[config.mk]
export PLATFORM = sky130hd
export DESIGN_NAME = mem_bus_host
export DESIGN_NICKNAME = d
export VERILOG_FILES = /design/src/verilog/mem_bus_pkg.sv /design/src/verilog/mem_bus_host.sv
export SDC_FILE = /design/constraint.sdc
export NUM_CORES = 1
export LEC_CHECK = 0
export ABC_CLOCK_PERIOD_IN_PS = 5090
export BUFFER_PORTS_ARGS = -buffer_cell sky130_fd_sc_hd__buf_2
export CELL_PAD_IN_SITES_DETAIL_PLACEMENT = 0
export CELL_PAD_IN_SITES_GLOBAL_PLACEMENT = 1
export CORE_MARGIN = 4
export CORE_UTILIZATION = 45
export DETAILED_ROUTE_END_ITERATION = 16
export MAX_ROUTING_LAYER = met4
export PLACE_DENSITY_LB_ADDON = 0.08
export SLEW_MARGIN = 20
export SYNTH_ARGS = -nofsm -noshare
export SYNTH_HDL_FRONTEND = slang
export SYNTH_SLANG_ARGS = --single-unit
[constraint.sdc]
create_clock -name aclk -period 5.09 [get_ports aclk]
set_input_delay 0.509 -clock aclk [delete_from_list [all_inputs] [get_ports aclk]]
set_output_delay 0.509 -clock aclk [all_outputs]
set_load 0.01 [all_outputs]
[src/verilog/mem_bus_pkg.sv]
// constants, register map and carrier types for the tristate memory bus driver
// assumes one 25 MHz system clock and an AXI4-Lite host with 32-bit data
package mem_bus_pkg;
    localparam int          clk_period_ns    = 40;
    localparam int          addr_w           = 18;
    localparam int          data_w           = 32;
    localparam int          be_w             = 4;
    localparam int          cnt_w            = 10;
    // register offsets (byte addresses)
    localparam logic [7:0]  reg_ctrl         = 8'h00;
    localparam logic [7:0]  reg_timing       = 8'h04;
    localparam logic [7:0]  reg_addr         = 8'h08;
    localparam logic [7:0]  reg_wdata        = 8'h0c;
    localparam logic [7:0]  reg_cmd          = 8'h10;
    localparam logic [7:0]  reg_status       = 8'h14;
    localparam logic [7:0]  reg_rdata        = 8'h18;
    localparam logic [7:0]  reg_wait         = 8'h1c;
    // ctrl fields
    localparam int          ctrl_unit_bit    = 0;
    localparam int          ctrl_pipe_bit    = 1;
    localparam int          ctrl_span_bit    = 2;
    localparam int          ctrl_be_lsb      = 4;
    localparam int          ctrl_delay_lsb   = 8;
    // reset values, in cycles; fetch wait defaults to one
    localparam logic [31:0] ctrl_reset       = 32'h0000_00f0;
    localparam logic [31:0] timing_reset     = 32'h0000_0000;
    localparam logic [31:0] wait_reset       = 32'h0000_0001;
    localparam logic [1:0]  resp_okay        = 2'b00;
    localparam logic [1:0]  resp_slverr      = 2'b10;

    typedef enum logic [2:0] {
        st_idle   = 3'b000,
        st_setup  = 3'b001,
        st_strobe = 3'b011,
        st_hold   = 3'b010,
        st_drain  = 3'b110
    } seq_state_t;

    // pins toward the memory; strobes active low
    typedef struct packed {
        logic [addr_w-1:0] address;
        logic [be_w-1:0]   byteenable_n;
        logic              chipselect_n;
        logic              read_n;
        logic              write_n;
        logic              outputenable_n;
        logic [data_w-1:0] data_out;
        logic              data_oe;
    } mem_pins_t;
endpackage : mem_bus_pkg

[src/verilog/mem_bus_host.sv]
// tristate memory bus driver with an AXI4-Lite register front end
// assumes memory data input arrives from a pin; async or fixed-latency pipelined memory
//
// What this block does
// - unpipelined read strobe equals output enable
// - async memory framed by strobes on clock edges
// - memory outputs come straight from flip-flops
// - setup delays strobe after select and address
// - async read: setup, wait, capture cycle
// - write hold keeps pins, then releases bus
// - write: setup, wait, final strobe cycle, hold
// - setup and hold independently may be zero
// - nanosecond waits round up, minimum one cycle
// - cycle waits strobe for count plus one
// - read data sampled at strobe ending edge
// - pipelined read strobe only in address phase
// - output enable held while reads outstanding
// - pipelined reads use fixed latency only
// - spanning select follows output enable
// - non-spanning select follows read strobe
// - new read may start on capture edge
// - outstanding reads drain before any write
//
// Local design decisions: the AXI4-Lite slave port and the register offsets.
`timescale 1ns/1ns
module mem_bus_host
    import mem_bus_pkg::*;
#(
    parameter int max_delay = 8
) (
    input  wire logic                          aclk,
    input  wire logic                          aresetn,
    input  wire logic [7:0]                    s_axi_awaddr,
    input  wire logic                          s_axi_awvalid,
    output      logic                          s_axi_awready,
    input  wire logic [31:0]                   s_axi_wdata,
    input  wire logic [3:0]                    s_axi_wstrb,
    input  wire logic                          s_axi_wvalid,
    output      logic                          s_axi_wready,
    output      logic [1:0]                    s_axi_bresp,
    output      logic                          s_axi_bvalid,
    input  wire logic                          s_axi_bready,
    input  wire logic [7:0]                    s_axi_araddr,
    input  wire logic                          s_axi_arvalid,
    output      logic                          s_axi_arready,
    output      logic [31:0]                   s_axi_rdata,
    output      logic [1:0]                    s_axi_rresp,
    output      logic                          s_axi_rvalid,
    input  wire logic                          s_axi_rready,
    output      mem_pins_t                     mem_out,
    input  wire logic [mem_bus_pkg::data_w-1:0] mem_data_in
);
    import mem_bus_pkg::*;

    logic [31:0]       ctrl;
    logic [31:0]       timing;
    logic [31:0]       waits;
    logic [31:0]       op_addr;
    logic [31:0]       op_wdata;
    logic [31:0]       rdata;
    logic              done_flag;
    logic              aw_held;
    logic              w_held;
    logic [7:0]        aw_addr;
    logic [31:0]       w_data;
    logic [3:0]        w_strb;
    logic              go;
    logic              go_write;
    seq_state_t        state;
    logic [cnt_w-1:0]  count;
    logic              is_write;
    logic [max_delay:0] pend;
    logic [data_w-1:0] din_meta;
    logic [data_w-1:0] din_sync;
    logic              pipe_start;

    // option fields
    logic       unit_ns;
    logic       pipe_mode;
    logic       spans;
    logic [3:0] delay_sel;
    assign unit_ns   = ctrl[ctrl_unit_bit];
    assign pipe_mode = ctrl[ctrl_pipe_bit];
    assign spans     = ctrl[ctrl_span_bit];
    assign delay_sel = ctrl[ctrl_delay_lsb +: 4];

    // intervals: setup [9:0], hold [25:16]; waits fetch [9:0], store [25:16]
    logic [cnt_w-1:0] pre_strobe_interval;
    logic [cnt_w-1:0] post_write_interval;
    logic [cnt_w-1:0] fetch_strobe_length;
    logic [cnt_w-1:0] store_strobe_length;
    assign pre_strobe_interval = to_cycles(timing[9:0], unit_ns, 1'b0);
    assign post_write_interval = to_cycles(timing[25:16], unit_ns, 1'b0);
    assign fetch_strobe_length = to_cycles(waits[9:0], unit_ns, 1'b1);
    assign store_strobe_length = to_cycles(waits[25:16], unit_ns, 1'b1);

    // nanoseconds round up to whole periods; strobe waits never below one cycle
    function automatic logic [cnt_w-1:0] to_cycles(input logic [9:0] v,
                                                   input logic ns, input logic strobe);
        logic [10:0] c;
        c = 11'd0;
        if (ns) begin
            c = ({1'b0, v} + 11'(clk_period_ns - 1)) / 11'(clk_period_ns);
            if (strobe && c == 11'd0)
                c = 11'd1;
        end else begin
            c = strobe ? 11'({1'b0, v} + 11'd1) : {1'b0, v};
        end
        return c[cnt_w-1:0];
    endfunction : to_cycles

    // din comes from a pin; two flops before use, din_meta samples at strobe end
    always_ff @(posedge aclk) begin
        din_meta <= mem_data_in;
        din_sync <= din_meta;
    end

    // write channel: address and data taken in either order, one write at a time
    assign s_axi_awready = !aw_held && !s_axi_bvalid;
    assign s_axi_wready  = !w_held && !s_axi_bvalid;
    always_ff @(posedge aclk) begin
        if (!aresetn) begin
            aw_held      <= 1'b0;
            w_held       <= 1'b0;
            aw_addr      <= 8'h00;
            w_data       <= 32'h0;
            w_strb       <= 4'h0;
            s_axi_bvalid <= 1'b0;
            s_axi_bresp  <= resp_okay;
        end else begin
            if (s_axi_awvalid && s_axi_awready) begin
                aw_held <= 1'b1;
                aw_addr <= s_axi_awaddr;
            end
            if (s_axi_wvalid && s_axi_wready) begin
                w_held <= 1'b1;
                w_data <= s_axi_wdata;
                w_strb <= s_axi_wstrb;
            end
            if (aw_held && w_held) begin
                aw_held      <= 1'b0;
                w_held       <= 1'b0;
                s_axi_bvalid <= 1'b1;
                s_axi_bresp  <= (aw_addr > reg_wait || aw_addr[1:0] != 2'b00 ||
                                 aw_addr == reg_status || aw_addr == reg_rdata)
                                ? resp_slverr : resp_okay;
            end else if (s_axi_bvalid && s_axi_bready) begin
                s_axi_bvalid <= 1'b0;
            end
        end
    end

    // register writes; a command write while busy is dropped, except a read command in st_drain
    function automatic logic [31:0] merge(input logic [31:0] old, input logic [31:0] nw,
                                          input logic [3:0] st);
        logic [31:0] r;
        r = old;
        for (int i = 0; i < 4; i++)
            if (st[i])
                r[i*8 +: 8] = nw[i*8 +: 8];
        return r;
    endfunction : merge

    logic wr_fire;
    assign wr_fire = aw_held && w_held;
    always_ff @(posedge aclk) begin
        if (!aresetn) begin
            ctrl     <= ctrl_reset;
            timing   <= timing_reset;
            waits    <= wait_reset;
            op_addr  <= 32'h0;
            op_wdata <= 32'h0;
            go       <= 1'b0;
            go_write <= 1'b0;
        end else begin
            go <= 1'b0;
            if (wr_fire) begin
                if (aw_addr == reg_ctrl)
                    ctrl <= merge(ctrl, w_data, w_strb);
                else if (aw_addr == reg_timing)
                    timing <= merge(timing, w_data, w_strb);
                else if (aw_addr == reg_wait)
                    waits <= merge(waits, w_data, w_strb);
                else if (aw_addr == reg_addr)
                    op_addr <= merge(op_addr, w_data, w_strb);
                else if (aw_addr == reg_wdata)
                    op_wdata <= merge(op_wdata, w_data, w_strb);
                else if (aw_addr == reg_cmd && !go && (state == st_idle ||
                         (state == st_drain && !w_data[0]))) begin
                    go       <= 1'b1;
                    go_write <= w_data[0];
                end
            end
        end
    end

    // read channel: one read at a time, answer one cycle after acceptance
    assign s_axi_arready = !s_axi_rvalid;
    always_ff @(posedge aclk) begin
        if (!aresetn) begin
            s_axi_rvalid <= 1'b0;
            s_axi_rdata  <= 32'h0;
            s_axi_rresp  <= resp_okay;
        end else if (s_axi_arvalid && s_axi_arready) begin
            s_axi_rvalid <= 1'b1;
            s_axi_rresp  <= resp_okay;
            if (s_axi_araddr == reg_ctrl)
                s_axi_rdata <= ctrl;
            else if (s_axi_araddr == reg_timing)
                s_axi_rdata <= timing;
            else if (s_axi_araddr == reg_wait)
                s_axi_rdata <= waits;
            else if (s_axi_araddr == reg_addr)
                s_axi_rdata <= op_addr;
            else if (s_axi_araddr == reg_wdata)
                s_axi_rdata <= op_wdata;
            else if (s_axi_araddr == reg_status)
                s_axi_rdata <= {28'h0, |pend, done_flag, state != st_idle, 1'b0};
            else if (s_axi_araddr == reg_rdata)
                s_axi_rdata <= rdata;
            else begin
                s_axi_rdata <= 32'h0;
                s_axi_rresp <= resp_slverr;
            end
        end else if (s_axi_rready) begin
            s_axi_rvalid <= 1'b0;
        end
    end

    // pipelined read starts on a clock with the read strobe; a write command during drain is dropped
    assign pipe_start = go && !go_write && pipe_mode;

    // transfer sequencer; all pins come from flops so they cannot glitch
    always_ff @(posedge aclk) begin
        if (!aresetn) begin
            state    <= st_idle;
            count    <= '0;
            is_write <= 1'b0;
            mem_out  <= '{address: '0, byteenable_n: '1, chipselect_n: 1'b1,
                          read_n: 1'b1, write_n: 1'b1, outputenable_n: 1'b1,
                          data_out: '0, data_oe: 1'b0};
        end else begin
            mem_out.read_n <= 1'b1;
            case (state)
                st_idle, st_drain: begin
                    if (|pend || (pipe_start && spans))
                        mem_out.chipselect_n <= !spans;
                    else
                        mem_out.chipselect_n <= 1'b1;
                    if (pipe_start) begin
                        state                  <= st_drain;
                        mem_out.address        <= op_addr[addr_w+1:2];
                        mem_out.read_n         <= 1'b0;
                        mem_out.chipselect_n   <= 1'b0;
                        mem_out.outputenable_n <= 1'b0;
                    end else if (|pend) begin
                        mem_out.outputenable_n <= 1'b0;
                    end else if (state == st_drain) begin
                        state                  <= st_idle;
                        mem_out.outputenable_n <= 1'b1;
                    end else if (go) begin
                        // writes only start from idle, after all reads drained
                        is_write               <= go_write;
                        mem_out.address        <= op_addr[addr_w+1:2];
                        mem_out.chipselect_n   <= 1'b0;
                        mem_out.byteenable_n   <= ~ctrl[ctrl_be_lsb +: 4];
                        mem_out.data_out       <= op_wdata;
                        mem_out.data_oe        <= go_write;
                        count                  <= pre_strobe_interval;
                        state                  <= st_setup;
                        if (pre_strobe_interval == '0) begin
                            state                  <= st_strobe;
                            count                  <= go_write ? store_strobe_length
                                                               : fetch_strobe_length;
                            mem_out.write_n        <= !go_write;
                            mem_out.read_n         <= go_write;
                            mem_out.outputenable_n <= go_write;
                        end
                    end
                end
                st_setup: begin
                    count <= count - 1'b1;
                    if (count == cnt_w'(1)) begin
                        state                  <= st_strobe;
                        count                  <= is_write ? store_strobe_length
                                                           : fetch_strobe_length;
                        mem_out.write_n        <= !is_write;
                        mem_out.read_n         <= is_write;
                        mem_out.outputenable_n <= is_write;
                    end
                end
                st_strobe: begin
                    count          <= count - 1'b1;
                    mem_out.read_n <= mem_out.read_n;
                    if (count == cnt_w'(1)) begin
                        mem_out.read_n         <= 1'b1;
                        mem_out.outputenable_n <= 1'b1;
                        mem_out.write_n        <= 1'b1;
                        count                  <= post_write_interval;
                        state                  <= (is_write && post_write_interval != '0)
                                                  ? st_hold : st_idle;
                        if (!(is_write && post_write_interval != '0)) begin
                            mem_out.chipselect_n <= 1'b1;
                            mem_out.data_oe      <= 1'b0;
                            mem_out.byteenable_n <= '1;
                        end
                    end
                end
                st_hold: begin
                    count <= count - 1'b1;
                    if (count == cnt_w'(1)) begin
                        state                <= st_idle;
                        mem_out.chipselect_n <= 1'b1;
                        mem_out.data_oe      <= 1'b0;
                        mem_out.byteenable_n <= '1;
                    end
                end
                default: state <= st_idle;
            endcase
        end
    end

    // fixed-latency tracker: one bit per read in flight, sync delay included
    logic [max_delay:0] next_pend;
    always_comb begin
        next_pend = pend >> 1;
        if (pipe_start && state != st_setup && state != st_strobe && state != st_hold)
            next_pend[(int'(delay_sel) + 2 > max_delay) ? max_delay :
                      int'(delay_sel) + 2] = 1'b1;
    end
    always_ff @(posedge aclk) begin
        if (!aresetn)
            pend <= '0;
        else
            pend <= next_pend;
    end

    // captured read data and completion flag; a new start clears the flag
    // async data is used two clocks after the strobe edge so the pin is never read raw
    logic       async_cap;
    logic [1:0] cap_dly;
    assign async_cap = state == st_strobe && !is_write && count == cnt_w'(1);
    always_ff @(posedge aclk) begin
        if (!aresetn) begin
            rdata     <= 32'h0;
            done_flag <= 1'b0;
            cap_dly   <= 2'b00;
        end else begin
            cap_dly <= {cap_dly[0], async_cap};
            if (go)
                done_flag <= 1'b0;
            if (cap_dly[1] || pend[0])
                rdata <= din_sync;
            if (cap_dly[1] || pend[0] || (state == st_hold && count == cnt_w'(1)) ||
                (state == st_strobe && is_write && count == cnt_w'(1) &&
                 post_write_interval == '0))
                done_flag <= 1'b1;
        end
    end

    // checks
    a_strobe_oe_same: assert property (@(posedge aclk) disable iff (!aresetn)
        (state == st_strobe && !is_write) |-> mem_out.read_n == mem_out.outputenable_n)
        else $error("read strobe and output enable differ");
    a_setup_select: assert property (@(posedge aclk) disable iff (!aresetn)
        (state == st_setup) |-> !mem_out.chipselect_n && mem_out.read_n && mem_out.write_n)
        else $error("strobe during setup");
    a_hold_pins: assert property (@(posedge aclk) disable iff (!aresetn)
        (state == st_hold) |-> mem_out.data_oe && !mem_out.chipselect_n && mem_out.write_n)
        else $error("hold lost pins");
    a_hold_release: assert property (@(posedge aclk) disable iff (!aresetn)
        (state == st_hold && count == cnt_w'(1)) |=> mem_out.chipselect_n && !mem_out.data_oe)
        else $error("bus not released after hold");
    a_no_write_pend: assert property (@(posedge aclk) disable iff (!aresetn)
        !mem_out.write_n |-> pend == '0)
        else $error("write while reads outstanding");
    a_oe_pending: assert property (@(posedge aclk) disable iff (!aresetn)
        $past(|pend) && pend != '0 |-> !mem_out.outputenable_n)
        else $error("oe dropped with reads pending");
    a_pipe_strobe_one: assert property (@(posedge aclk) disable iff (!aresetn)
        (pipe_mode && $fell(mem_out.read_n) && state == st_drain) |=> $rose(mem_out.read_n)
            || (!mem_out.read_n && $past(pipe_start)))
        else $error("pipelined strobe too long");
    a_reset_idle: assert property (@(posedge aclk)
        !aresetn |=> mem_out.chipselect_n && mem_out.read_n && mem_out.write_n && !mem_out.data_oe)
        else $error("reset left bus active");
    c_async_write: cover property (@(posedge aclk) disable iff (!aresetn)
        state == st_hold ##1 state == st_idle);
    c_async_read: cover property (@(posedge aclk) disable iff (!aresetn) async_cap);
    c_pipe_back: cover property (@(posedge aclk) disable iff (!aresetn)
        pipe_start && pend[0]);
endmodule : mem_bus_host

==> impl_metrics.tcl <==
set metrics [dict create \
    outcome "complete, no violations" \
    grt_antenna_before_repair 0 \
    dp.cells 3119 \
    routed_wl_um 72400 \
    swShare_pct 28.0 \
    synthTopCellsByArea "dfxtp_1, nand2_1, mux2i_1" \
    p_sw_mw 2.30 \
    dpl_cell_area_um2 22200 \
    grt_max_degree 167 \
    synth_top_area_share_pct 40.5 \
    fin_area_um2 23800 \
    max_stage_delay_ns 0.50 \
    crit_required_ns 5.55 \
    yosysUniqueCellTypes 103 \
    crit_chain "inv_1 -> ha_1 -> nand2b_1 -> a21o_1 -> xnor2_2 -> nand3_1 -> xnor2_1 -> o311ai_0 -> o31ai_1 -> o31ai_1 -> a31o_2 -> and3_1 -> mux2_4" \
    cts_resized 0 \
    intPower_mw 5.92 \
    r2r-end "mem_out[37]$_SDFFE_PN1P_" \
    synth_top_flop_cell "dfxtp_1" \
    via_count 19200 \
    cp-end-kind "flop" \
    synth_simple_gate_area_share_pct 21.4 \
    cts_setup_buffers 0 \
    hold_end "din_meta[16]$_DFF_P_" \
    synth_edf_count 0 \
    synth_largest_area_cell "dfxtp_1" \
    multi_input_area_um2 11700 \
    h-tree-depth 2 \
    synth_seq_cells 425 \
    rsz0062_at_grt "no" \
    setup_viol 0 \
    period_minus_slack_ns 4.29 \
    synth_mux_area_share_pct 7.30 \
    synth_compound_area_share_pct 23.3 \
    path_delay_family "compound AO/OA/AOI/OAI gates" \
    p_comb_share_pct 14.4 \
    synth_xor_area_share_pct 2.49 \
    clock-sinks 425 \
    core-area_um2 45800 \
    num_io_pins 191 \
    powerDensity_nw_per_um2 345 \
    whs_ns 0.0299 \
    rrSetupSlack_ns 0.80 \
    p_leak_nw 9.13 \
    start_util_pct 45.9 \
    mostFrequentLayoutCells "nand2_1, dfxtp_1, buf_2" \
    pwr-share-clk_pct 41.9 \
    synth_top_family_by_area "compound AO/OA/AOI/OAI gates" \
    seq_area_frac_synth_pct 40.5 \
    finalWeightedCongestion 0.910 \
    cts_tree "done" \
    hold_violations 0 \
    relSlewSlack_pct 23.3 \
    synthAdderAreaFrac_pct 0.690 \
    critPathMaxFanout 14 \
    num_antenna_cells 0 \
    nets 2671 \
    final_antenna_net_count 0 \
    grt_pass1_vias 18300 \
    ff_latch_area_um2 8510 \
    drc_errors 0 \
    avgSynthCellArea_um2 8.45 \
    die_w_um 224 \
    hp-class "in -> reg" \
    firstDrtPassIters 6 \
    r2r_start "timing[17]$_SDFFE_PN0P_" \
    crit_top_cell "o31ai_1" \
    overflow 0 \
    finalMaxSlewViolations 0 \
    mostFrequentLayoutCell "nand2_1" \
    fill_cells 4394 \
    via_per_inst 5.99 \
    max_cap_violations 0 \
    critical_path_class "reg -> reg" \
    numCtsBuffers 46 \
    clockRootBuffer "clkbuf_16" \
    cts.hold.buffers_added 3 \
    syn_area_um2 21000 \
    synth_cells 2488 \
    crit_buf_inv 1 \
    setup.worst_path.start "timing[17]$_SDFFE_PN0P_" \
    worstHoldPathCells 1 \
    die_h_um 224 \
    tightest_slew_ns 1.15 \
    grt_pass1_wl_um 110000 \
    reg2regPathDepth 13 \
    seqPwrFrac_pct 43.7 \
    first_iter_violations 1840 \
    dp_hpwl_um 49300 \
    track_usage_pct 28.5 \
    wl_per_cell_um 22.6 \
    slowest_stage "a21o_1" \
    min-delay-start "mem_data_in[16]" \
    cts_buffer_depth 3 \
    clk_latency_ns 0.58 \
    p_total_mw 8.22 \
    port_buffers 188 \
    clock_skew_ns 0.0145 \
    critPathArrivalTime_ns 4.75 \
    core.rowCount 78 \
    async_flop_share_pct 0 \
    fin_cells 3202 \
    synthToLayoutAreaGrowth_pct 13.2 \
    die-area_um2 50300 \
    drive_gt1_share_pct 14.2 \
    synth_warnings 0 \
    tns_ns 0 \
    max_freq_mhz 233 \
    fin_crit_sh_pct 84.3 \
    path_clk_slew_ns 0.06 \
    crit_path_start_kind "flop" \
    vdd_ir_drop_max_mv 0.321 \
]
-- registers in the layout, indices dropped and copies added (netlist names), 2 cells and up --
signal       flops
mem_out         59
ctrl            32
din_meta        32
din_sync        32
op_addr         32
op_wdata        32
rdata           32
s_axi_rdata     32
timing          32
w_data          32
waits           32
count           10
pend             9
aw_addr          8
w_strb           4
state            3
cap_dly          2
-- area by class of cell --
class / count / area share [%]
Multi-Input combinational cell: 1841 / 49.0
Sequential cell: 425 / 35.7
Clock buffer: 60 / 5.35
Timing Repair Buffer: 223 / 5.18
Tap cell: 600 / 3.15
Clock inverter: 20 / 1.12
Inverter: 33 / 0.520
-- cell families (layout without fill, tap and decap cells) --
logic type               count (synthesis)  after routing
multiplexers                           150            150
adder cells (fa/ha/maj)                 12             12
AO/OA/AOI/OAI                          681            681
XOR/XNOR                                58             58
flip-flops                             425            425
buffers and inverters                  223            336
AND/OR/NAND/NOR                        938            938
other                                    1              2
-- per-layer routing --
layer | part of all wire, % | track usage, % | up-vias
met4 | 2.0 | 6.17 | 0
met5 | 0 | - | -
li1 | - | - | 9050
met1 | 46 | 39.7 | 9357
met2 | 46 | 44.5 | 674
met3 | 6.3 | 3.94 | 101
-- worst max path at each step --
stage                                     to  slack (ns)  cells past startpoint
global placement    mem_out[37]$_SDFFE_PN1P_        0.97                     13
detailed placement  mem_out[37]$_SDFFE_PN1P_        0.90                     13
global route        mem_out[37]$_SDFFE_PN1P_        0.56                     13
CTS                 mem_out[37]$_SDFFE_PN1P_        0.87                     13
floorplan              count[0]$_SDFFE_PN0P_        1.59                     14
finish              mem_out[37]$_SDFFE_PN1P_        0.80                     13
-- synth_stat cells, types with 7 or more instances --
cell type    n
nor4_1      22
a221oi_1    64
xnor2_1     38
o211ai_1    17
o22ai_1      8
a22o_1      21
buf_2       20
o21a_1      16
nand4_1     15
clkbuf_1   159
a21oi_1    109
a2111oi_0   10
mux2i_1    138
mux2_2       7
a31oi_1     24
nor3_1      48
nand2b_1    15
or2_2       10
a21boi_0   163
o32ai_1      8
nor2_1      95
xor2_1      18
or3_1        7
a22oi_1     11
nand3_1     80
o31ai_1     11
o21ai_0    109
nand2_1    431
inv_1       30
ha_1        10
dfxtp_1    425
a211oi_1    14
nor3b_1      7
and3_1      23
nor2b_1    136
and2_1      16
-- power groups by stage --
stage                     clock network [mW]  registers (mW)  logic, mW
final                                   3.44            3.59       1.19
after global routing                    3.65            3.60       1.30
after CTS                               3.50            3.59       1.16
after detailed placement                   0            3.66       1.15
after global placement                     0            3.66       1.15
after floorplan                            0            3.60      0.810
-- per-stage QoR --
step,utilization [%],worst slack [ns]
after global placement,48.6,0.968
final,52.0,0.801
after floorplan,-,1.59
after CTS,52.0,0.866
after detailed placement,48.6,0.902
after global routing,52.0,0.564
Power figures use the tool's default switching activity.
